--- src/rtl/wdt_params.svh ---
// wdt_params.svh: offsets, field positions, reset values and timing counts for the watchdog
`ifndef WDT_PARAMS_SVH
`define WDT_PARAMS_SVH

// register byte addresses on the wishbone slave
`define WDT_ADDR_SERVICE   16'hFFFF
`define WDT_ADDR_CTRL      16'h0000
`define WDT_ADDR_STATUS    16'h0004
`define WDT_ADDR_VECLO     16'h0008

// control register fields
`define WDT_CTRL_DISABLE   0
`define WDT_CTRL_LONG      1
`define WDT_CTRL_STOPEN    2
`define WDT_CTRL_MONITOR   3
`define WDT_CTRL_BREAK     4
`define WDT_CTRL_RESET     8'h00

// status register fields
`define WDT_STAT_CAUSE     0
`define WDT_STAT_RSTOUT    1
`define WDT_STAT_STOPPED   2
`define WDT_STAT_PORDONE   3

// widths and timing counts
`define WDT_PRE_BITS       12
`define WDT_CNT_BITS       6
`define WDT_PRE_KEEP       12'h007
`define WDT_PRE_TOP        12'hFFF
`define WDT_PRE_FIRE       12'hFEF
`define WDT_CNT_TOP_SHORT  6'h01
`define WDT_CNT_TOP_LONG   6'h3F
`define WDT_POR_CYCLES     4096
`define WDT_RST_CYCLES     32
`define WDT_VEC_LO_RESET   8'h00

`endif

--- src/rtl/wdt_pkg.sv ---
// wdt_pkg.sv: types shared by the watchdog design
package wdt_pkg;

  // state of the timeout sequencer
  typedef enum logic [2:0]
  {
    WDT_POR   = 3'b001,
    WDT_RUN   = 3'b010,
    WDT_FIRE  = 3'b100
  } wdt_state_t;

  // control inputs from the device configuration and system
  typedef struct packed
  {
    logic disable_cfg;
    logic long_sel;
    logic stop_en;
    logic monitor_mode;
    logic break_state;
  } wdt_cfg_t;

endpackage : wdt_pkg

--- src/rtl/wdt_core.sv ---
// wdt_core.sv: watchdog timeout counter with a wishbone register slave
//
// Function
// any service write clears counter, prescaler stages 4-12
// service at top address; read returns vector byte
// stop instruction clears the prescaler
// power-on logic clears prescaler after 4096 cycles
// internal reset clears prescaler and counter
// reset vector fetch clears the prescaler
// disable input blocks any watchdog reset
// rate select picks short or long timeout
// never raises an interrupt, only resets
// monitor mode plus test voltage disables watchdog
// keeps counting during wait mode
// software services from interrupt during wait
// stop gates clock and clears prescaler
// software services before and after stop
// stop only honoured when stop-enable set
// break plus reset-pin test voltage disables
// counts the crystal clock
// six-bit counter behind twelve-bit prescaler
// expiry after 2^13-2^4 or 2^18-2^4 cycles
// reset pin low 32 cycles, cause flag set
// disabled watchdog holds counter and prescaler cleared
`include "wdt_params.svh"

module wdt_core #(
  parameter int POR_CYCLES = `WDT_POR_CYCLES,
  parameter int RST_CYCLES = `WDT_RST_CYCLES
) (
  // clock and reset
  input  wire logic        clk_i,
  input  wire logic        rst_i,
  // wishbone slave
  input  wire logic        cyc_i,
  input  wire logic        stb_i,
  input  wire logic        we_i,
  input  wire logic [15:0] adr_i,
  input  wire logic [3:0]  sel_i,
  input  wire logic [31:0] dat_i,
  output logic      [31:0] dat_o,
  output logic             ack_o,
  // system events
  input  wire logic        xtal_tick_i,
  input  wire logic        stop_exec_i,
  input  wire logic        stop_exit_i,
  input  wire logic        internal_reset_i,
  input  wire logic        vector_fetch_i,
  input  wire logic        wait_mode_i,
  input  wire logic        hv_irq_pin_i,
  input  wire logic        hv_rst_pin_i,
  // reset output
  output logic             rst_pin_n_o,
  output logic             watchdog_reset_o
);

  ////////////////////////////////////////////////////////////////////////////
  // state
  logic [`WDT_PRE_BITS-1:0] pre;
  logic [`WDT_PRE_BITS-1:0] next_pre;
  logic [`WDT_CNT_BITS-1:0] cnt;
  logic [`WDT_CNT_BITS-1:0] next_cnt;
  logic [12:0]              por_cnt;
  logic [12:0]              next_por_cnt;
  logic [5:0]               rst_cnt;
  logic [5:0]               next_rst_cnt;
  logic [7:0]               ctrl;
  logic [7:0]               next_ctrl;
  logic                     cause;
  logic                     next_cause;
  logic                     stopped;
  logic                     next_stopped;
  logic [7:0]               vec_lo;
  logic [7:0]               next_vec_lo;
  logic [31:0]              next_dat;
  logic                     next_ack;
  logic                     next_rst_n;
  logic                     next_wdr;
  wdt_pkg::wdt_state_t      state;
  wdt_pkg::wdt_state_t      next_state;

  ////////////////////////////////////////////////////////////////////////////
  // decode helpers
  function automatic logic hit(input logic [15:0] a, input logic [15:0] b);
    hit = (a == b);
  endfunction : hit

  logic req;
  logic wr;
  logic svc_wr;
  logic off;
  logic run_ok;
  logic expire;
  logic [`WDT_CNT_BITS-1:0] top;
  logic pre_fire;
  logic cnt_top;
  logic clr_now;

  // request qualifiers and disable conditions
  assign req      = cyc_i && stb_i && !ack_o;
  // a write lands at the edge where the master sees ack, request still held
  assign wr       = cyc_i && stb_i && we_i && ack_o;
  assign svc_wr   = wr && hit(adr_i, `WDT_ADDR_SERVICE);
  // any one of the three conditions parks the watchdog
  assign off      = ctrl[`WDT_CTRL_DISABLE]
                  | (ctrl[`WDT_CTRL_MONITOR] && (hv_irq_pin_i || hv_rst_pin_i))
                  | (ctrl[`WDT_CTRL_BREAK] && hv_rst_pin_i);
  // wait mode does not stop counting; stop freezes the clock
  assign run_ok   = xtal_tick_i && !stopped && (state == wdt_pkg::WDT_RUN);
  // the long select only moves the counter's compare point
  assign top      = ctrl[`WDT_CTRL_LONG] ? `WDT_CNT_TOP_LONG : `WDT_CNT_TOP_SHORT;
  // expiry lands 2^4 ticks before the prescaler would wrap
  assign pre_fire = (pre == `WDT_PRE_FIRE);
  assign cnt_top  = (cnt == top);
  // a service write or internal reset in the same cycle beats the expiry
  assign clr_now  = svc_wr || internal_reset_i;
  assign expire   = run_ok && !off && pre_fire && cnt_top && !clr_now;

  ////////////////////////////////////////////////////////////////////////////
  // prescaler, counter and sequencer next state
  always_comb
  begin
    next_pre     = pre;
    next_cnt     = cnt;
    next_por_cnt = por_cnt;
    next_rst_cnt = rst_cnt;
    next_state   = state;
    next_stopped = stopped;
    next_cause   = cause;
    next_rst_n   = rst_pin_n_o;
    next_wdr     = watchdog_reset_o;
    unique case (state)
      // power-on delay: wait out the start-up ticks
      wdt_pkg::WDT_POR:
      begin
        if (xtal_tick_i)
        begin
          next_por_cnt = por_cnt + 13'h0001;
        end
        if (por_cnt == 13'(POR_CYCLES))
        begin
          next_pre   = '0;
          next_state = wdt_pkg::WDT_RUN;
        end
      end
      // normal counting on crystal ticks
      wdt_pkg::WDT_RUN:
      begin
        if (run_ok)
        begin
          next_pre = pre + 12'h001;
          if (pre == `WDT_PRE_TOP)
          begin
            next_cnt = cnt + 6'h01;
          end
        end
        if (expire)
        begin
          next_state   = wdt_pkg::WDT_FIRE;
          next_rst_cnt = '0;
          next_rst_n   = 1'b0;
          next_wdr     = 1'b1;
          next_cause   = 1'b1;
          next_pre     = '0;
          next_cnt     = '0;
        end
      end
      // reset pin held low while ticks are counted
      wdt_pkg::WDT_FIRE:
      begin
        if (xtal_tick_i)
        begin
          next_rst_cnt = rst_cnt + 6'h01;
        end
        // release on the tick that closes the last low cycle
        if (xtal_tick_i && (rst_cnt == 6'(RST_CYCLES - 1)))
        begin
          next_rst_n = 1'b1;
          next_wdr   = 1'b0;
          next_state = wdt_pkg::WDT_RUN;
        end
      end
      default:
      begin
        next_state = wdt_pkg::WDT_RUN;
      end
    endcase
    // clearing events override counting
    if (stop_exec_i && ctrl[`WDT_CTRL_STOPEN])
    begin
      next_pre     = '0;
      next_stopped = 1'b1;
    end
    // leaving stop lets the crystal ticks through again
    if (stop_exit_i)
    begin
      next_stopped = 1'b0;
    end
    // a vector fetch restarts only the prescaler
    if (vector_fetch_i)
    begin
      next_pre = '0;
    end
    // service keeps the three lowest prescaler stages
    if (svc_wr)
    begin
      next_pre = pre & `WDT_PRE_KEEP;
      next_cnt = '0;
    end
    // a parked watchdog stays at zero; a running pulse finishes first
    if (off && state != wdt_pkg::WDT_FIRE)
    begin
      next_pre = '0;
      next_cnt = '0;
    end
    // internal reset wins over every other event
    if (internal_reset_i)
    begin
      next_pre = '0;
      next_cnt = '0;
    end
    // software clears the cause flag by writing a one
    if (wr && hit(adr_i, `WDT_ADDR_STATUS) && sel_i[0] && dat_i[`WDT_STAT_CAUSE] && !expire)
    begin
      next_cause = 1'b0;                                     // set wins over clear
    end
  end

  ////////////////////////////////////////////////////////////////////////////
  // register slave next state: config, vector byte, read data
  always_comb
  begin
    next_ctrl   = ctrl;
    next_vec_lo = vec_lo;
    next_ack    = req;
    next_dat    = '0;
    // configuration byte, upper three bits read as zero
    if (wr && sel_i[0] && hit(adr_i, `WDT_ADDR_CTRL))
    begin
      next_ctrl = {3'h0, dat_i[4:0]};
    end
    // stand-in for the reset vector low byte
    if (wr && sel_i[0] && hit(adr_i, `WDT_ADDR_VECLO))
    begin
      next_vec_lo = dat_i[7:0];
    end
    // read data is latched at the taking edge and stands with ack
    if (req && !we_i)
    begin
      if (hit(adr_i, `WDT_ADDR_SERVICE))
      begin
        next_dat = {24'h000000, vec_lo};
      end
      else if (hit(adr_i, `WDT_ADDR_CTRL))
      begin
        next_dat = {24'h000000, ctrl};
      end
      else if (hit(adr_i, `WDT_ADDR_STATUS))
      begin
        next_dat = {28'h0000000, (state != wdt_pkg::WDT_POR), stopped, !rst_pin_n_o, cause};
      end
      else if (hit(adr_i, `WDT_ADDR_VECLO))
      begin
        next_dat = {24'h000000, vec_lo};
      end
    end
  end

  ////////////////////////////////////////////////////////////////////////////
  // registers; no interrupt output exists
  always_ff @(posedge clk_i)
  begin
    if (rst_i)
    begin
      pre              <= '0;
      cnt              <= '0;
      por_cnt          <= '0;
      rst_cnt          <= '0;
      state            <= wdt_pkg::WDT_POR;
      stopped          <= 1'b0;
      cause            <= 1'b0;
      ctrl             <= `WDT_CTRL_RESET;
      vec_lo           <= `WDT_VEC_LO_RESET;
      dat_o            <= '0;
      ack_o            <= 1'b0;
      rst_pin_n_o      <= 1'b1;
      watchdog_reset_o <= 1'b0;
    end
    else
    begin
      pre              <= next_pre;
      cnt              <= next_cnt;
      por_cnt          <= next_por_cnt;
      rst_cnt          <= next_rst_cnt;
      state            <= next_state;
      stopped          <= next_stopped;
      cause            <= next_cause;
      ctrl             <= next_ctrl;
      vec_lo           <= next_vec_lo;
      dat_o            <= next_dat;
      ack_o            <= next_ack;
      rst_pin_n_o      <= next_rst_n;
      watchdog_reset_o <= next_wdr;
    end
  end

endmodule : wdt_core

--- config.mk ---
export PLATFORM = sky130hd
export DESIGN_NAME = wdt_core
export DESIGN_NICKNAME = d
export VERILOG_FILES = /design/src/rtl/wdt_pkg.sv /design/src/rtl/wdt_core.sv
export VERILOG_INCLUDE_DIRS = /design/src /design/src/rtl
export SDC_FILE = /design/constraint.sdc
export NUM_CORES = 1
export LEC_CHECK = 0
export ABC_AREA = 1
export BUFFER_PORTS_ARGS = -buffer_cell sky130_fd_sc_hd__buf_2
export CORE_UTILIZATION = 30
export DETAILED_ROUTE_END_ITERATION = 10
export PLACE_DENSITY = 0.62
export SLEW_MARGIN = 20
export SYNTH_ARGS = -nofsm -noshare
export SYNTH_HDL_FRONTEND = slang
export SYNTH_SLANG_ARGS = --single-unit
--- constraint.sdc ---
create_clock -name clk_i -period 4 [get_ports clk_i]
set_input_delay 0.6 -clock clk_i [delete_from_list [all_inputs] [get_ports clk_i]]
set_output_delay 0.6 -clock clk_i [all_outputs]
set_load 0.02 [all_outputs]
==> run summary, run 1 <==
==============================================================================
Site row count                                                              40
Placeable core region                                              0.01221 mm²
Final min period                                                       1797 ps
Power per unit of standard cell area                              364.4 mW/mm²
Critical path class                                                  in -> reg
Fin. max-slew vios                                                           0
Startpoint kind of the worst setup timing path                    primary input
Number of detailed-route iterations in the first pass                        4
Average via count per standard cell                                      4.337
Share of the clock period used by the worst path after layout           44.94%
Clock transition at path regs                                            60 ps
Number of max-cap violations                                                 0
Iter 0 DRT Violations                                                      184
Setup slack, reg-to-reg                                                2270 ps
Post-synth cell types                                                       36
Mapped cell area                                                  0.003814 mm²
Standard cell area after detailed placement                       0.004138 mm²
Number of I/O port buffers                                                  47
Clock Skews                                                           9.455 ps
Count of fill cells added during filler insertion                         1367
Cell type with the largest total area after synthesis                  dfxtp_1
Worst-case clock buffer depth                                                2
Leakage power figure                                                  1.887 nW
Clock tree from TritonCTS                                                 done
Global-route usage over all layers                                      13.50%
Grt total ovfl                                                               0
Number of buffers added to fix hold violations after cts                     0
Area Growth Syn to Fin                                                  16.67%
Worst setup endpoint                                              vec_lo[5]$_SDFFE_PP0P_
Async set or reset register ratio after synthesis                           0%
Startpoint of the worst register-to-register path                 pre[0]$_SDFFE_PP0P_
Number of top-level design ports                                           100
Number of storage elements in the synthesis netlist                         66
Largest vdd supply drop                                              0.2181 mV
Worst hold-check path type                                          reg -> reg
Via count of the first global-routing pass                                3155
Final Wtd Congestion                                                    0.7862
Proportion of netlist area held by the largest area contributor         34.65%
CP Capture Type                                                       register
Part of the Yosys area used for sequential elements                     34.65%
Leading cell types by count after synthesis                       120 x nand2_1, 86 x nor2_1, 81 x inv_1
Finished Core Util                                                      36.43%
Routed wire length                                                     8343 µm
Status                                                            finished, final reports clean
Fmax                                                                 556.4 MHz
Via Count                                                                 3474
Crit Path Max Fanout                                                        16
Worst rel slew slack                                                    65.76%
Final net count                                                            698
Horizontal die dimension                                              114.8 µm
Post-DRT Antenna Nets                                                        0
WP data arrival                                                        2000 ps
Dominant cell by count in the synthesized netlist                      nand2_1
Post-cts resize count                                                        0
Layout cells sized above 1                                              15.17%
Pin count of the biggest net entering global routing                        26
Die area                                                           0.01317 mm²
Antenna Cells                                                                0
Wire length of the first global-routing pass                          14000 µm
Skew-Pair Late Insertion Delay                                          330 ps
Depth of the most critical reg-to-reg path                                  10
Start point of the critical path                                      adr_i[1]
Setup repair after global routing missed its margin                         no
DRC violation count after routing                                            0
Crit Reg-Reg Endpoint                                             rst_cnt[1]$_SDFFE_PP0P_
CTS Buf Count                                                                9
Top cells by area in the synthesized netlist                      dfxtp_1 35%, nand2_1 12%, nor2_1 8.5%
Detailed Place HPWL                                                    6366 µm
Number of standard cells after synthesis                                   577
Antenna violations before repair                                             0
Cell chosen for the clock root                                       clkbuf_16
Sink count of the clock tree                                                66
Final-report hold violation count                                            0
Tightest Pin Transition                                               512.1 ps
Setup total negative slack                                                0 ps
Count of flip-flops with a built-in enable after synthesis                   0
Area of all placed cells without fillers                          0.004449 mm²
Mean cell area of the mapped netlist                                 6.609 µm²
Chip height                                                           114.8 µm
Dominant register cell in the synthesized netlist                      dfxtp_1
Starting density of the core                                            31.23%
Yosys Warn Count                                                             0
Post-CTS setup buffers                                                       0
Count of endpoints failing setup in the final report                         0
CTS H-Tree Depth                                                             3
Post-DR wirelength/cell                                               10.42 µm
Worst EP required                                                      4210 ps
==============================================================================
## layer usage
metal | vias up | track usage, % | share of wire (%)
met3 | 15 | 2.214 | 3.1
li1 | 1890 | - | -
met5 | - | 0 | 0
met4 | 0 | 7.532 | 2.3
met2 | 61 | 21.82 | 44
met1 | 1508 | 17.20 | 51
## how the worst min path moves through the flow
stage / from / slack [ps] / cells after the start / end
2_1_floorplan: vec_lo[0]$_SDFFE_PP0P_ / 420 / 2 / vec_lo[0]$_SDFFE_PP0P_
3_3_place_gp: vec_lo[1]$_SDFFE_PP0P_ / 430 / 2 / vec_lo[1]$_SDFFE_PP0P_
3_5_place_dp: vec_lo[1]$_SDFFE_PP0P_ / 430 / 2 / vec_lo[1]$_SDFFE_PP0P_
4_1_cts: vec_lo[1]$_SDFFE_PP0P_ / 440 / 2 / vec_lo[1]$_SDFFE_PP0P_
5_1_grt: vec_lo[3]$_SDFFE_PP0P_ / 460 / 2 / vec_lo[3]$_SDFFE_PP0P_
6_report: vec_lo[1]$_SDFFE_PP0P_ / 440 / 2 / vec_lo[1]$_SDFFE_PP0P_
## logic make-up (layout without fill, tap and decap cells)
group / count (synthesis) / count (layout) / share of synthesized area (%)
other cells: 1 / 24 / 0.09833
flops: 66 / 66 / 34.65
simple gates: 302 / 302 / 36.48
buf+inv: 118 / 151 / 14.21
fa+ha+maj: 5 / 5 / 1.640
compound gates: 75 / 75 / 10.63
xor+xnor: 10 / 10 / 2.297
## flip-flops by register name, summed over array words and instances, names as in the netlist, 3 cells and up
name and cells:
por_cnt 13, pre 12, dat_o 8, vec_lo 8, cnt 6, rst_cnt 6
ctrl 5, state 3
## cells in the final DEF, fill, tap and decap left out, types with 15 or more instances in the layout
| master | instances |
|---|---|
| a21oi_1 | 37 |
| buf_2 | 47 |
| conb_1 | 24 |
| dfxtp_1 | 66 |
| inv_1 | 81 |
| nand2_1 | 120 |
| nand3_1 | 32 |
| nand4_1 | 15 |
| nor2_1 | 86 |
| nor3_1 | 15 |
| o21ai_0 | 27 |
## cell type report
type                       instances  area (µm²)  area share, %
sequential                        66        1321          29.70
multi-input combinational        416        2037          45.78
clock buffer                      10       239.0          5.371
clock inverter                     6       72.57          1.631
inverter                          87       326.6          7.340
timing repair buffer              48       242.7          5.456
tap                              168       210.2          4.724
## power by group
| part | total [mW] | internal (mW) | switching, mW | leakage [nW] |
|---|---|---|---|---|
| registers | 0.672 | 0.666 | 0.00610 | 0.532 |
| clock network | 0.823 | 0.507 | 0.316 | 0.150 |
| logic | 0.127 | 0.0396 | 0.0870 | 1.20 |
| total | 1.62 | 1.21 | 0.409 | 1.89 |
## through the flow
| stage | hold slack, ps | cells | total power [mW] | setup slack (ps) |
|---|---|---|---|---|
| finish | 441.4 | 801 | 1.621 | 2203 |
| global route | 460.7 | 801 | 1.686 | 2032 |
| CTS | 444.1 | 801 | 1.637 | 2215 |
| detailed placement | 434.4 | 785 | 0.8135 | 1854 |
| global placement | 431.4 | 785 | 0.8123 | 1864 |
| floorplan | 423.7 | 600 | 0.7911 | 2282 |
## worst max-delay path, stage by stage
cell,delay [ps]
buf_2,100
or2_1,260
nor4_1,240
nand3_1,420
o21ai_0,330
a21oi_1,60
Note: power is estimated with default switching activity, not from simulation.
==> inputs of run 2 (changes only) <==
==> constraint.sdc (replaced) <==
create_clock -name clk_i -period 1.7 [get_ports clk_i]
set_input_delay 0.255 -clock clk_i [delete_from_list [all_inputs] [get_ports clk_i]]
set_output_delay 0.255 -clock clk_i [all_outputs]
set_load 0.02 [all_outputs]
==> run summary, run 2 (synthesized netlist as in run 1, its figures left out) <==
==================================================================================
Status                                                                finished, final reports clean
Clock transition at path regs                                                60 ps
Cell chosen for the clock root                                           clkbuf_16
Wire length of the first global-routing pass                              14670 µm
Count of endpoints failing setup in the final report                             0
Fmax                                                                     624.3 MHz
Register bank with the most flops                                          por_cnt
Number of flip-flops under the largest register name                            13
Leading cell type in the layout, fill and taps excluded                    nand2_1
Via count of the first global-routing pass                                    3261
Number of I/O port buffers                                                      47
Number of detailed-route iterations in the first pass                            4
Horizontal die dimension                                                  114.8 µm
Number of max-cap violations                                                     0
Fin. max-slew vios                                                               0
Family of cells with the greatest summed delay on the critical path   simple AND/OR/NAND/NOR gates
CTS Buf Count                                                                    9
Worst hold-check path type                                               in -> reg
Pin count of the biggest net entering global routing                            26
Share of the clock period used by the worst path after layout               94.22%
Final min period                                                           1602 ps
Area Growth Syn to Fin                                                      23.26%
Average via count per standard cell                                          4.408
Global-route usage over all layers                                          14.02%
Setup slack, reg-to-reg                                                     100 ps
Largest registers                                                     por_cnt (13), pre (12)
Max stage delay cell, worst path                                           dfxtp_2
Setup total negative slack                                                    0 ps
Worst hold margin                                                         161.1 ps
Power per unit of standard cell area                                  802.7 mW/mm²
Depth of the most critical reg-to-reg path                                      10
Antenna violations before repair                                                 0
Final-report hold violation count                                                0
Starting density of the core                                                31.23%
Worst-case clock buffer depth                                                    2
Worst-path cell chain                                                 ha_4, nand3_4, nor2_2, nand2_2, nor2_4, nand3_4, nand2_4, nand2_4, o211ai_1, nor2_1
Critical path class                                                     reg -> reg
Most used cells in the layout excluding fill and tap cells            119 x nand2_1, 82 x nor2_1, 76 x inv_1, 60 x dfxtp_1, 47 x buf_2
Finished Core Util                                                          38.49%
Layout cells sized above 1                                                  21.04%
Biggest cell delay along the critical path                                  350 ps
Crit Path Max Fanout                                                             7
Detailed Place HPWL                                                        6597 µm
Worst path bufs/invs                                                             0
DRC violation count after routing                                                0
Via Count                                                                     3632
Cell count of the worst hold path                                                3
Final net count                                                                722
Clock tree from TritonCTS                                                     done
Pre-CTS setup slack                                                      -4.910 ps
Hold Crit Start                                                              stb_i
Number of buffers added to fix hold violations after cts                         0
Standard cell area after detailed placement                           0.004258 mm²
Number of top-level design ports                                               100
Cell depth of the worst setup path                                              10
Placeable core region                                                  0.01221 mm²
Worst EP required                                                          1910 ps
Leakage power figure                                                      2.010 nW
Post-DRT Antenna Nets                                                            0
Post-DR wirelength/cell                                                   10.76 µm
Routed wire length                                                         8864 µm
Startpoint of the worst register-to-register path                     pre[0]$_SDFFE_PP0P_
Crit Reg-Reg Endpoint                                                 pre[9]$_SDFFE_PP0P_
Area of all placed cells without fillers                              0.004701 mm²
Die area                                                               0.01317 mm²
Antenna Cells                                                                    0
Clock Skews                                                               8.728 ps
CP Capture Type                                                           register
Skew-Pair Late Insertion Delay                                              330 ps
Terminating pin of the worst hold path                                ack_o$_SDFF_PP0_
Iter 0 DRT Violations                                                          147
Startpoint kind of the worst setup timing path                            register
Final Wtd Congestion                                                        0.7515
Grt total ovfl                                                                   0
Setup repair after global routing missed its margin                            yes
Setup slack after layout                                                  98.26 ps
WP data arrival                                                            1820 ps
Largest vdd supply drop                                                  0.3760 mV
Site row count                                                                  40
Sink count of the clock tree                                                    66
Chip height                                                               114.8 µm
CTS H-Tree Depth                                                                 3
==================================================================================
## run 2: changes by cell type in the layout (fill, tap and decap cells not counted), sizes merged
cell and delta:
buf +23, inv -3, clkinv +2, clkbuf +1, clkinvlp -1, nand3 +1
## run 2: worst max-delay path by stage
stage | startpoint | to | slack, ps
2_1_floorplan | pre[0]$_SDFFE_PP0P_ | rst_cnt[1]$_SDFFE_PP0P_ | 190
3_3_place_gp | hv_rst_pin_i | rst_cnt[1]$_SDFFE_PP0P_ | 1
3_5_place_dp | hv_rst_pin_i | pre[9]$_SDFFE_PP0P_ | -5
4_1_cts | pre[0]$_SDFFE_PP0P_ | pre[9]$_SDFFE_PP0P_ | 2
5_1_grt | state[0]$_SDFFE_PP1P_ | por_cnt[11]$_SDFFE_PP0P_ | -40
6_report | pre[0]$_SDFFE_PP0P_ | pre[9]$_SDFFE_PP0P_ | 100
## run 2: stage by stage
| stage | instances | total power, mW |
|---|---|---|
| after floorplan | 600 | 1.861 |
| after CTS | 818 | 3.797 |
| after global placement | 801 | 1.923 |
| after global routing | 824 | 3.933 |
| final | 824 | 3.773 |
| after detailed placement | 801 | 1.923 |
## run 2: layout make-up
type,count,area (µm²)
fillers,1331,7511
multi-input cells,417,2125
flip-flops and latches,66,1329
repair buffers,71,415.4
inverters,87,326.6
clock buffers,11,242.7
well taps,168,210.2
clock inverters,4,52.55
## run 2: worst min-delay path, delay by kind of cell
| kind | cells | cell delay (ps) |
|---|---|---|
| buf+inv | 1 | 100 |
| simple gates | 2 | 90 |
## run 2: power by group
group          switching (mW)  leakage, nW  internal, mW
Clock                   0.692        0.146          1.17
Combinational           0.217         1.33         0.107
Sequential             0.0188        0.535          1.57
## run 2: metal layers
metal / part of all wire [%] / up-vias / GRT usage, %
met3: 3.2 / 10 / 2.688
met2: 44 / 64 / 23.15
met1: 51 / 1622 / 18.00
li1: - / 1936 / -
met4: 1.7 / 0 / 5.714
met5: 0 / - / 0
## run 2: timing repair
| action | 4_1_cts | 5_1_grt |
|---|---|---|
| endpoints found under the setup margin | 2 | 28 |
| cloned | 1 | 0 |
| pin swaps | 1 | 10 |
| gates resized for setup | 1 | 26 |
| buffers inserted | 1 | 6 |
